<file path="src/hdl/epx_pkg.sv">
package epx_pkg;

    // register offsets on the plain register port
    localparam logic [7:0] ADDR_OUTPUT_LATCH = 8'h46;
    localparam logic [7:0] ADDR_INPUT_SAMPLE = 8'h48;
    localparam logic [7:0] ADDR_PIN_SELECT   = 8'h40;

    // pin select bit positions inside the configuration byte
    localparam int BIT_READ_SEL  = 6;
    localparam int BIT_WRITE_SEL = 7;

    localparam logic [15:0] RESET_OUTPUT_LATCH = 16'h0000;
    localparam logic [15:0] RESET_INPUT_SAMPLE = 16'h0000;
    localparam logic [1:0]  RESET_PIN_SELECT   = 2'h0;

    // read strobe: cycles spent in the strobe state, the strobe time rounded up to whole clocks
    localparam int READ_STROBE_TIME_NS = 200;
    localparam int CLK_PERIOD_NS       = 100;
    localparam logic [3:0] READ_STROBE_CYCLES =
        4'((READ_STROBE_TIME_NS + CLK_PERIOD_NS - 1) / CLK_PERIOD_NS);

    typedef enum logic [1:0] {
        EPX_IDLE   = 2'h0,
        EPX_STROBE = 2'h1,
        EPX_SAMPLE = 2'h3
    } epx_state_e;

endpackage : epx_pkg

</file>
<file path="src/hdl/epx_lane_if.sv">
`timescale 1ns/1ps
// shared byte lanes between the register core and the lane driver
interface epx_lane_if;
    logic [15:0] drive_data;
    logic        drive_en;
    logic [15:0] lane_in;

    modport core (output drive_data, output drive_en, input lane_in);
    modport lane (input drive_data, input drive_en, output lane_in);
endinterface : epx_lane_if

</file>
<file path="src/hdl/epx_lane.sv">
`timescale 1ns/1ps
// registered lane drivers for the high isa byte and the low peripheral byte
module epx_lane (
    input  wire logic        clk_sys_in,
    input  wire logic        rst_n_in,
    epx_lane_if.lane         lanes,
    input  wire logic [7:0]  isa_data_high_byte_in,
    input  wire logic [7:0]  peripheral_data_low_byte_in,
    output logic      [7:0]  isa_data_high_byte_out,
    output logic      [7:0]  peripheral_data_low_byte_out,
    output logic             isa_data_high_byte_oe_out,
    output logic             peripheral_data_low_byte_oe_out
);

    typedef struct packed {
        logic [7:0] hi;
        logic [7:0] lo;
        logic       oe;
    } epx_lane_s;

    epx_lane_s state;
    epx_lane_s next_state;

    always_comb begin
        next_state    = state;
        next_state.hi = lanes.drive_data[15:8];
        next_state.lo = lanes.drive_data[7:0];
        next_state.oe = lanes.drive_en;
        if (!rst_n_in) begin
            next_state = '0;
        end
    end

    always_ff @(posedge clk_sys_in) begin
        state <= next_state;
    end

    assign lanes.lane_in = {isa_data_high_byte_in, peripheral_data_low_byte_in};
    assign isa_data_high_byte_out          = state.hi;
    assign peripheral_data_low_byte_out    = state.lo;
    assign isa_data_high_byte_oe_out       = state.oe;
    assign peripheral_data_low_byte_oe_out = state.oe;

endmodule : epx_lane

</file>
<file path="src/hdl/epx_regs.sv">
`timescale 1ns/1ps
// Operation
// - output latch is held on chip; reads return last written value
// - latch high byte drives the isa high data byte lanes
// - latch low byte drives the low peripheral data byte lanes
// - output port exists only while the write select bit is clear
// - input high byte is captured from the isa high data byte lanes
// - input low byte is captured from the low peripheral data byte lanes
// - input port exists only while the read select bit is clear; strobe active low
// - input register is read only; both registers reset to zero
// - both pin select bits live in the configuration byte at 40h
// - clear write select makes the pin the write strobe regardless of direction
module epx_regs (
    input  wire logic        clk_sys_in,
    input  wire logic        rst_n_in,
    input  wire logic [7:0]  addr_in,
    input  wire logic [15:0] wdata_in,
    input  wire logic        wr_in,
    input  wire logic        rd_in,
    output logic      [15:0] rdata_out,
    input  wire logic        gpio4_dir_in,
    input  wire logic        gpio4_val_in,
    input  wire logic        gpio3_dir_in,
    input  wire logic        gpio3_val_in,
    input  wire logic [7:0]  isa_data_high_byte_in,
    input  wire logic [7:0]  peripheral_data_low_byte_in,
    output logic      [7:0]  isa_data_high_byte_out,
    output logic      [7:0]  peripheral_data_low_byte_out,
    output logic             isa_data_high_byte_oe_out,
    output logic             peripheral_data_low_byte_oe_out,
    output logic             strobe_pin_out,
    output logic             strobe_pin_oe_out,
    output logic             read_pin_out,
    output logic             read_pin_oe_out,
    output logic             sample_busy_out
);

    ////////////////////////////////////////////////////////////////////////////

    typedef struct packed {
        logic [15:0]        output_expander_latch;
        logic [15:0]        input_expander_sample;
        logic               write_strobe_pin_select;
        logic               read_strobe_pin_select;
        logic [15:0]        rdata;
        logic               expander_write_strobe;
        logic               expander_read_strobe_n;
        logic               wr_pin;
        logic               wr_oe;
        logic               rd_pin;
        logic               rd_oe;
        logic               lane_en;
        logic               busy;
        logic [3:0]         count;
        epx_pkg::epx_state_e fsm;
    } epx_regs_s;

    epx_regs_s   state;
    epx_regs_s   next_state;
    epx_lane_if  lanes();

    ////////////////////////////////////////////////////////////////////////////

    always_comb begin
        next_state                       = state;
        next_state.expander_write_strobe = 1'b0;
        next_state.rdata                 = 16'h0000;
        if (rd_in) begin
            unique case (addr_in)
                epx_pkg::ADDR_OUTPUT_LATCH: next_state.rdata = state.output_expander_latch;
                epx_pkg::ADDR_INPUT_SAMPLE: next_state.rdata = state.input_expander_sample;
                epx_pkg::ADDR_PIN_SELECT: begin
                    next_state.rdata = 16'({state.write_strobe_pin_select,
                                            state.read_strobe_pin_select})
                                       << epx_pkg::BIT_READ_SEL;
                end
                default: ;
            endcase
        end
        if (wr_in && addr_in == epx_pkg::ADDR_OUTPUT_LATCH) begin
            next_state.output_expander_latch = wdata_in;
            next_state.expander_write_strobe = !state.write_strobe_pin_select;
        end
        if (wr_in && addr_in == epx_pkg::ADDR_PIN_SELECT) begin
            next_state.write_strobe_pin_select = wdata_in[epx_pkg::BIT_WRITE_SEL];
            next_state.read_strobe_pin_select  = wdata_in[epx_pkg::BIT_READ_SEL];
        end
        // writes to the input sample address fall through unheeded

        // read strobe sequence: strobe low, wait, then sample the lanes
        unique case (state.fsm)
            epx_pkg::EPX_IDLE: begin
                if (rd_in && addr_in == epx_pkg::ADDR_INPUT_SAMPLE
                        && !state.read_strobe_pin_select) begin
                    next_state.expander_read_strobe_n = 1'b0;
                    next_state.count = epx_pkg::READ_STROBE_CYCLES;
                    next_state.fsm   = epx_pkg::EPX_STROBE;
                end
            end
            epx_pkg::EPX_STROBE: begin
                next_state.count = state.count - 4'h1;
                if (state.count == 4'h1) begin
                    next_state.fsm = epx_pkg::EPX_SAMPLE;
                end
            end
            epx_pkg::EPX_SAMPLE: begin
                next_state.input_expander_sample  = lanes.lane_in;
                next_state.expander_read_strobe_n = 1'b1;
                next_state.fsm                    = epx_pkg::EPX_IDLE;
            end
            default: next_state.fsm = epx_pkg::EPX_IDLE;
        endcase

        // lanes are released while fetching input data, from one cycle after busy rises to one cycle after it falls
        next_state.busy    = (next_state.fsm != epx_pkg::EPX_IDLE);
        next_state.lane_en = !state.write_strobe_pin_select && !next_state.busy;

        // shared pins: select clear means strobe function, direction bit ignored
        if (!next_state.write_strobe_pin_select) begin
            // pin trails the lane bytes by a cycle so the latch sees settled data
            next_state.wr_pin = state.expander_write_strobe;
            next_state.wr_oe  = 1'b1;
        end else begin
            next_state.wr_pin = gpio4_val_in;
            next_state.wr_oe  = gpio4_dir_in;
        end
        if (!next_state.read_strobe_pin_select) begin
            next_state.rd_pin = next_state.expander_read_strobe_n;
            next_state.rd_oe  = 1'b1;
        end else begin
            next_state.rd_pin = gpio3_val_in;
            next_state.rd_oe  = gpio3_dir_in;
        end

        if (!rst_n_in) begin
            next_state                        = '0;
            next_state.output_expander_latch  = epx_pkg::RESET_OUTPUT_LATCH;
            next_state.input_expander_sample  = epx_pkg::RESET_INPUT_SAMPLE;
            {next_state.write_strobe_pin_select,
             next_state.read_strobe_pin_select} = epx_pkg::RESET_PIN_SELECT;
            next_state.expander_read_strobe_n = 1'b1;
            next_state.rd_pin                 = 1'b1;
            next_state.rd_oe                  = 1'b1;
            next_state.wr_oe                  = 1'b1;
            next_state.fsm                    = epx_pkg::EPX_IDLE;
        end
    end

    always_ff @(posedge clk_sys_in) begin
        state <= next_state;
    end

    ////////////////////////////////////////////////////////////////////////////

    // lane data changes one cycle ahead of the write strobe pulse, giving setup
    assign lanes.drive_data = next_state.output_expander_latch;
    assign lanes.drive_en   = state.lane_en;

    epx_lane u_lane (
        .clk_sys_in                      (clk_sys_in),
        .rst_n_in                        (rst_n_in),
        .lanes                           (lanes.lane),
        .isa_data_high_byte_in           (isa_data_high_byte_in),
        .peripheral_data_low_byte_in     (peripheral_data_low_byte_in),
        .isa_data_high_byte_out          (isa_data_high_byte_out),
        .peripheral_data_low_byte_out    (peripheral_data_low_byte_out),
        .isa_data_high_byte_oe_out       (isa_data_high_byte_oe_out),
        .peripheral_data_low_byte_oe_out (peripheral_data_low_byte_oe_out)
    );

    assign rdata_out         = state.rdata;
    assign strobe_pin_out    = state.wr_pin;
    assign strobe_pin_oe_out = state.wr_oe;
    assign read_pin_out      = state.rd_pin;
    assign read_pin_oe_out   = state.rd_oe;
    assign sample_busy_out   = state.busy;

endmodule : epx_regs

</file>
<file path="config.mk">
export PLATFORM = sky130hd
export DESIGN_NAME = epx_regs
export DESIGN_NICKNAME = d
export VERILOG_FILES = /design/src/hdl/epx_pkg.sv /design/src/hdl/epx_lane_if.sv /design/src/hdl/epx_lane.sv /design/src/hdl/epx_regs.sv
export SDC_FILE = /design/constraint.sdc
export NUM_CORES = 1
export LEC_CHECK = 0
export BUFFER_PORTS_ARGS = -buffer_cell sky130_fd_sc_hd__buf_2
export CAP_MARGIN = 20
export CORE_ASPECT_RATIO = 1.2
export CORE_MARGIN = 3
export CORE_UTILIZATION = 41
export CTS_BUF_LIST = sky130_fd_sc_hd__clkbuf_16
export CTS_CLUSTER_SIZE = 20
export DETAILED_ROUTE_END_ITERATION = 7
export GPL_TIMING_DRIVEN = 0
export MAX_ROUTING_LAYER = met4
export PLACE_DENSITY = 0.78
export SLEW_MARGIN = 20
export SYNTH_ARGS = -nofsm -noshare
export SYNTH_HDL_FRONTEND = slang
export SYNTH_SLANG_ARGS = --single-unit
</file>
<file path="constraint.sdc">
create_clock -name clk_sys_in -period 1.6 [get_ports clk_sys_in]
set_input_delay 0.16 -clock clk_sys_in [delete_from_list [all_inputs] [get_ports clk_sys_in]]
set_output_delay 0.16 -clock clk_sys_in [all_outputs]
set_load 0.02 [all_outputs]
</file>
==> flow_summary_export.csv, run 1 <==
group,metric,value,unit
critical_path,crit_top_cell,"sky130_fd_sc_hd__inv_1",
status,status,"completed",
placement,place.port_buffers,86,
critical_path,worstRegToRegCells,6,
cts,cts-htree-levels,3,
yosys,avgSynthCellArea,9.35,um2
drt,drt_iter0_markers,88,
finish,fin_area,3990,um2
timing,timing_worst_slew_pin_value,558,ps
critical_path,crit_fanout,7,
grt,grt.total_usage,18.8,%
yosys,synth.yosys.seq_area_share,53.2,%
critical_path,critPathTopFamily,"compound AO/OA/AOI/OAI gates",
yosys,synth.cells.most_frequent,"sky130_fd_sc_hd__dfxtp_1, sky130_fd_sc_hd__nor2_1, sky130_fd_sc_hd__nand2_1",
power_and_ir_drop,vdd_drop_max,604,uV
power_and_ir_drop,finalPower,4.26,mW
drt,drt-vias-per-instance,5.12,
drt,vias,2658,
yosys,yosys_most_used_dff,"sky130_fd_sc_hd__dfxtp_1",
critical_path,worstPathArrival,1760,ps
grt,globalRoute.totalOverflow,0,
cts,clkLatencyLatePin,330,ps
timing,totalNegativeSetupSlack,0,ps
timing,max_freq,0.652,GHz
critical_path,crit_path_start_kind,"flip-flop",
cts,cts_inserted_buffers,9,
critical_path,worst-path-stages,6,
timing,final.period_utilization,95.8,%
yosys,synth_cell_types,44,
timing,timing.final.hold_violations,0,
hold_path,min_from,"peripheral_data_low_byte_in[2]",
floorplanning,io_pins,87,
grt,vias_in_the_first_global_route,2659,
placement,detailed_place.area,3600,um2
yosys,synthArstFlopShare,0,%
finish,layout-drive-gt1-share,32.2,%
yosys,synth_nets,379,
timing,finClkSkew,6.78,ps
timing,timing_max_transition_violations_final,0,
timing,min_period,1530,ps
floorplanning,die_area,8510,um2
cts,clkTransAtPathRegs,60,ps
yosys,synthDominantAreaCellType,"sky130_fd_sc_hd__dfxtp_1",
flow_run,cap_violations,0,
finish,final_nets,480,
floorplanning,row_count,33,
critical_path,cp_cell_sequence,"inv_1, ha_1, inv_1, a41oi_4, nor2_1, o221a_2",
floorplanning,design.core.area,7020,um2
timing,final_critical_path_setup_slack,66.8,ps
yosys,synth_area_leaders,"sky130_fd_sc_hd__dfxtp_1, sky130_fd_sc_hd__mux2i_1, sky130_fd_sc_hd__a21oi_1",
timing,rsz0062_at_grt,"false",
yosys,synth.top_cell.area_share,53.2,%
drt,route.final.wire_length,7580,um
critical_path,r2r-end,"state[3]",
drt,route.antenna.remaining_nets,0,
power_and_ir_drop,power_leakage,1.68,nW
critical_path,slowest_delay,330,ps
floorplanning,fp.dieW,84.7,um
power_and_ir_drop,powerDensity,1070,nW/um2
yosys,yosysWarnings,0,
drt,routedWlPerCell,14.6,um
hold_path,min-delay-path-class,"primary input to flip-flop",
cts,clock_sinks,81,
grt,first_pass_grt_wire_length,12200,um
placement,gpl.final_weighted_congestion,0.844,
placement,hpwl,5310,um
grt,grt_max_degree,14,
critical_path,cp_num_buf_inv,2,
timing,setup_viol,0,
timing,timing.slew.headroom,62.8,%
finish,antenna_cells,0,
critical_path,timing.critical_path.to,"state[3]",
grt,antenna_violations_before_repair,0,
critical_path,crit_required,1820,ps
cts,clk_path_buf_depth,2,
yosys,postSynthCellCount,326,
yosys,synth_enable_flop_cells,0,
critical_path,worst-r2r-setup-slack,70,ps
critical_path,timing.critical_path.to_type,"flip-flop",
drt,drt_drc_violations_left,0,
drt,number_of_iterations_in_the_first_detailed_routing_pass,4,
finish,area_growth_syn_to_layout,30.8,%
critical_path,worstSetupStartpoint,"state[1]",
yosys,yosysMostFrequentCell,"sky130_fd_sc_hd__dfxtp_1",
cts,clockRootBuffer,"sky130_fd_sc_hd__clkbuf_16",
placement,place_worst_setup_slack,-529,ps
cts,cts_tree,"done",
critical_path,path_class,"flip-flop to flip-flop",
yosys,ys_seq_elements,81,
floorplanning,floorplan.die.height,100,um
critical_path,crit_slowest_cell,"sky130_fd_sc_hd__dfxtp_1",
floorplanning,start_util,43.4,%
yosys,mappedNetlistArea,3050,um2
finish,fin_util,56.8,%
critical_path,critical_path.reg2reg.startpoint,"state[1]",
==> report_power, final <==
part	internal (mW)	leakage, nW	switching (mW)	total [mW]
Clock	1.19	0.140	0.792	1.98
Sequential	2.03	0.653	0.00859	2.04
Combinational	0.0973	0.887	0.141	0.238
==> flip-flops by register name, indices dropped and copies added, names as in the netlist <==
| register | count |
|---|---|
| state | 42 |
| rdata_out | 16 |
| u_lane.isa_data_high_byte_out | 8 |
| u_lane.peripheral_data_low_byte_out | 8 |
| lanes.drive_en | 1 |
| read_pin_oe_out | 1 |
| read_pin_out | 1 |
| sample_busy_out | 1 |
| strobe_pin_oe_out | 1 |
| strobe_pin_out | 1 |
| u_lane.isa_data_high_byte_oe_out | 1 |
==> placed cells by master (no fill, tap or decap), drive strengths merged, types with 3 or more instances in the layout <==
cell type and n:
ha 5, dfxtp 81, and2 3, mux2i 19, inv 14, nand2 43
clkbuf 20, a22oi 16, a21oi 34, nor3 3, buf 110, nor2 44
clkinv 3
==> worst min-delay path by stage <==
stage,depth (start not counted),endpoint,slack [ps]
after global routing,3,state[35],80
after global placement,2,read_pin_oe_out,340
final,3,state[34],60
after floorplan,1,read_pin_oe_out,260
after CTS,3,state[34],60
after detailed placement,2,strobe_pin_oe_out,350
==> stage by stage <==
| stage | hold WS [ps] | instances |
|---|---|---|
| 3_3_place_gp | 343 | 499 |
| 4_1_cts | 55.8 | 518 |
| 3_5_place_dp | 349 | 499 |
| 6_report | 63.9 | 519 |
| 5_1_grt | 76.1 | 519 |
| 2_1_floorplan | 261 | 326 |
==> layer usage <==
metal,wire [um],part of all wire [%],global-route usage [%],up-vias
li1,-,-,-,1302
met1,3230,43,21.1,1234
met2,3670,48,30.6,99
met3,401,5.3,4.35,23
met4,280,3.7,11.0,0
met5,0,0,-,-
==> kinds of logic (layout without fill, tap and decap cells) <==
group / count (synthesis) / in the layout / share of synthesized area [%]
compound gates: 66 / 66 / 13.9
fa+ha+maj: 5 / 5 / 2.05
buf+inv: 45 / 151 / 7.97
flops: 81 / 81 / 53.2
mux: 19 / 19 / 6.24
simple gates: 110 / 110 / 16.6
==> final cells by class <==
type | instances | area [um2]
clock inverters | 7 | 61.3
plain buffers | 31 | 205
well taps | 87 | 109
inverters | 12 | 45.0
flip-flops and latches | 81 | 1620
clock buffers | 9 | 225
multi-input cells | 200 | 1240
repair buffers | 92 | 480
fillers | 613 | 3030
==> what timing repair did <==
item / in CTS / in global routing
pin swaps: 0 / 1
hold buffers: 2 / 0
hold endpoints to repair: 2 / 0
cloned: 0 / 0
endpoints found under the setup margin: 45 / 42
buffers inserted: 2 / 2
resized for setup: 6 / 9
==> tightest hold or removal path, stage by stage <==
cell and delay [ps]:
sky130_fd_sc_hd__buf_2 80, sky130_fd_sc_hd__mux2i_1 60, sky130_fd_sc_hd__nor2_1 70
Power figures use the tool's default switching activity.
==> inputs of run 2 (changes only) <==
--- a/config.mk
+++ b/config.mk
@@ -7,15 +7,17 @@
 export LEC_CHECK = 0
 export BUFFER_PORTS_ARGS = -buffer_cell sky130_fd_sc_hd__buf_2
 export CAP_MARGIN = 20
+export CELL_PAD_IN_SITES_DETAIL_PLACEMENT = 0
+export CELL_PAD_IN_SITES_GLOBAL_PLACEMENT = 1
 export CORE_ASPECT_RATIO = 1.2
 export CORE_MARGIN = 3
-export CORE_UTILIZATION = 41
+export CORE_UTILIZATION = 34
 export CTS_BUF_LIST = sky130_fd_sc_hd__clkbuf_16
 export CTS_CLUSTER_SIZE = 20
 export DETAILED_ROUTE_END_ITERATION = 7
 export GPL_TIMING_DRIVEN = 0
 export MAX_ROUTING_LAYER = met4
-export PLACE_DENSITY = 0.78
+export PLACE_DENSITY = 0.84
 export SLEW_MARGIN = 20
 export SYNTH_ARGS = -nofsm -noshare
 export SYNTH_HDL_FRONTEND = slang
==> run 2 against run 1 <==
  * Global-route usage down 2.9 points
  * Register-to-register slack gained 20 ps
  * First-iteration DRC count rose by 68%
  * Via count decreased by 3.0%
  * Worst hold slack got worse by 43 ps
  * Count of clock-buffer cells in the layout did not move
  * Wire length decreased by 0.41%
  * Maximum frequency is 2.5% lower
  * Sequential share of layout area fell by 0.58 points
  * Clock skew fell by 2.5 ps
  * Critical path type is now primary input to flip-flop
==> flow_summary_export.csv, run 2 (synthesis gave the netlist of run 1 again) <==
group,metric,value,unit
power_and_ir_drop,vdd_drop_max,404,uV
power_and_ir_drop,powerDensity,1080,nW/um2
hold_path,min_from,"gpio3_dir_in",
hold_path,min-delay-path-class,"primary input to flip-flop",
finish,fillCellCount,857,
critical_path,path_class,"primary input to flip-flop",
floorplanning,fp.dieW,92.4,um
timing,timing.slew.headroom,63.6,%
grt,antenna_violations_before_repair,0,
placement,detailed_place.area,3630,um2
timing,rsz0062_at_grt,"true",
placement,gpl.final_weighted_congestion,0.892,
timing,timing_worst_slew_pin_value,546,ps
finish,area_growth_syn_to_layout,32.7,%
floorplanning,die_area,10100,um2
finish,fin_area,4040,um2
placement,hpwl,5480,um
critical_path,crit_required,1860,ps
timing,final.hold.worst_slack,20.7,ps
finish,antenna_cells,0,
drt,drt_drc_violations_left,0,
floorplanning,floorplan.die.height,110,um
critical_path,crit_fanout,7,
cts,clock_sinks,81,
cts,clk_path_buf_depth,2,
power_and_ir_drop,power_leakage,1.68,nW
cts,cts_tree,"done",
hold_path,worstHoldEndpoint,"read_pin_oe_out",
cts,clockRootBuffer,"sky130_fd_sc_hd__clkbuf_16",
timing,setup_viol,0,
placement,place.port_buffers,86,
finish,most-common-layout-cells,"sky130_fd_sc_hd__buf_2, sky130_fd_sc_hd__dfxtp_1, sky130_fd_sc_hd__nor2_1, sky130_fd_sc_hd__nand2_1, sky130_fd_sc_hd__a21oi_1",
critical_path,worst-r2r-setup-slack,90,ps
grt,grt_max_degree,13,
cts,cts-htree-levels,3,
finish,layout_commonest_cell,"sky130_fd_sc_hd__buf_2",
timing,max_freq,0.636,GHz
drt,number_of_iterations_in_the_first_detailed_routing_pass,4,
drt,drt_iter0_markers,148,
placement,place_worst_setup_slack,-551,ps
finish,final_nets,478,
drt,routedWlPerCell,13.8,um
drt,route.antenna.remaining_nets,0,
critical_path,critical_path.reg2reg.startpoint,"state[0]",
floorplanning,start_util,35.2,%
critical_path,crit_path_start_kind,"primary input",
cts,clkLatencyLatePin,330,ps
cts,cts_inserted_buffers,9,
grt,first_pass_grt_wire_length,11900,um
finish,largest-register,"state",
drt,drt-vias-per-instance,4.72,
critical_path,timing.critical_path.to_type,"flip-flop",
flow_run,cap_violations,0,
timing,timing.final.hold_violations,0,
finish,largest_register_ff_count,42,
floorplanning,design.core.area,8660,um2
grt,grt.total_usage,15.9,%
timing,final_critical_path_setup_slack,27.6,ps
floorplanning,io_pins,87,
timing,final.period_utilization,98.3,%
hold_path,hold_path_depth,2,
critical_path,worstPathArrival,1840,ps
timing,timing_max_transition_violations_final,0,
floorplanning,row_count,37,
drt,vias,2578,
status,status,"completed",
critical_path,r2r-end,"state[5]",
timing,min_period,1570,ps
drt,route.final.wire_length,7550,um
timing,finClkSkew,4.28,ps
grt,globalRoute.totalOverflow,0,
finish,layout-drive-gt1-share,32.6,%
critical_path,worstRegToRegCells,7,
cts,clkTransAtPathRegs,60,ps
cts,postCtsHoldBufs,0,
grt,vias_in_the_first_global_route,2471,
==> run 2: report_power, final <==
part | internal, mW | switching (mW) | total [mW]
clock network | 1.33 | 0.746 | 2.08
registers | 2.04 | 0.00987 | 2.04
logic | 0.0978 | 0.139 | 0.237
total | 3.47 | 0.895 | 4.36
==> run 2: worst max-delay path by stage <==
stage               startpoint        endpoint  slack (ps)  cells past startpoint
global route          state[0]        state[4]         -10                      7
finish              addr_in[5]  strobe_pin_out          30                      6
detailed placement  addr_in[5]   rdata_out[10]        -550                      7
floorplan           addr_in[5]    read_pin_out         -40                      5
global placement    addr_in[5]   rdata_out[13]        -500                      7
CTS                 addr_in[5]       state[60]           2                      6
==> run 2: layer usage <==
layer	track usage, %	share of wire [%]	vias up
li1	-	-	1290
met1	19.0	45	1197
met2	25.1	47	81
met3	4.38	5.8	10
met4	7.11	2.2	0
met5	-	0	-
==> run 2: final cells by class <==
cell class | count | area, um2 | area share [%]
sequential | 81 | 1620 | 40.1
multi-input combinational | 200 | 1260 | 31.3
buffer | 31 | 205 | 5.07
timing repair buffer | 90 | 460 | 11.4
clock inverter | 6 | 75.1 | 1.86
clock buffer | 9 | 225 | 5.57
inverter | 12 | 45.0 | 1.11
tap | 117 | 146 | 3.62
==> run 2: critical path, cell delays in order <==
cell	delay (ps)
sky130_fd_sc_hd__buf_2	120
sky130_fd_sc_hd__or4b_4	530
sky130_fd_sc_hd__buf_6	160
sky130_fd_sc_hd__nor3_1	300
sky130_fd_sc_hd__mux2i_2	360
sky130_fd_sc_hd__mux2i_1	200
==> run 2: stage by stage <==
stage               std cells  util [%]  setup TNS (ps)  power (mW)
global placement          529      42.0          -19890        2.30
CTS                       545      46.0               0        4.39
floorplan                 326         -           -66.9        2.20
detailed placement        529      42.0          -22650        2.31
finish                    546      46.7               0        4.36
global route              546      46.7           -22.3        4.53
==> run 2: timing repair <==
action / in CTS / in global routing
gates resized for setup: 6 / 12
setup buffers: 2 / 2
pin swaps: 1 / 1
endpoints found under the hold margin: 0 / 0
endpoints found under the setup margin: 45 / 44
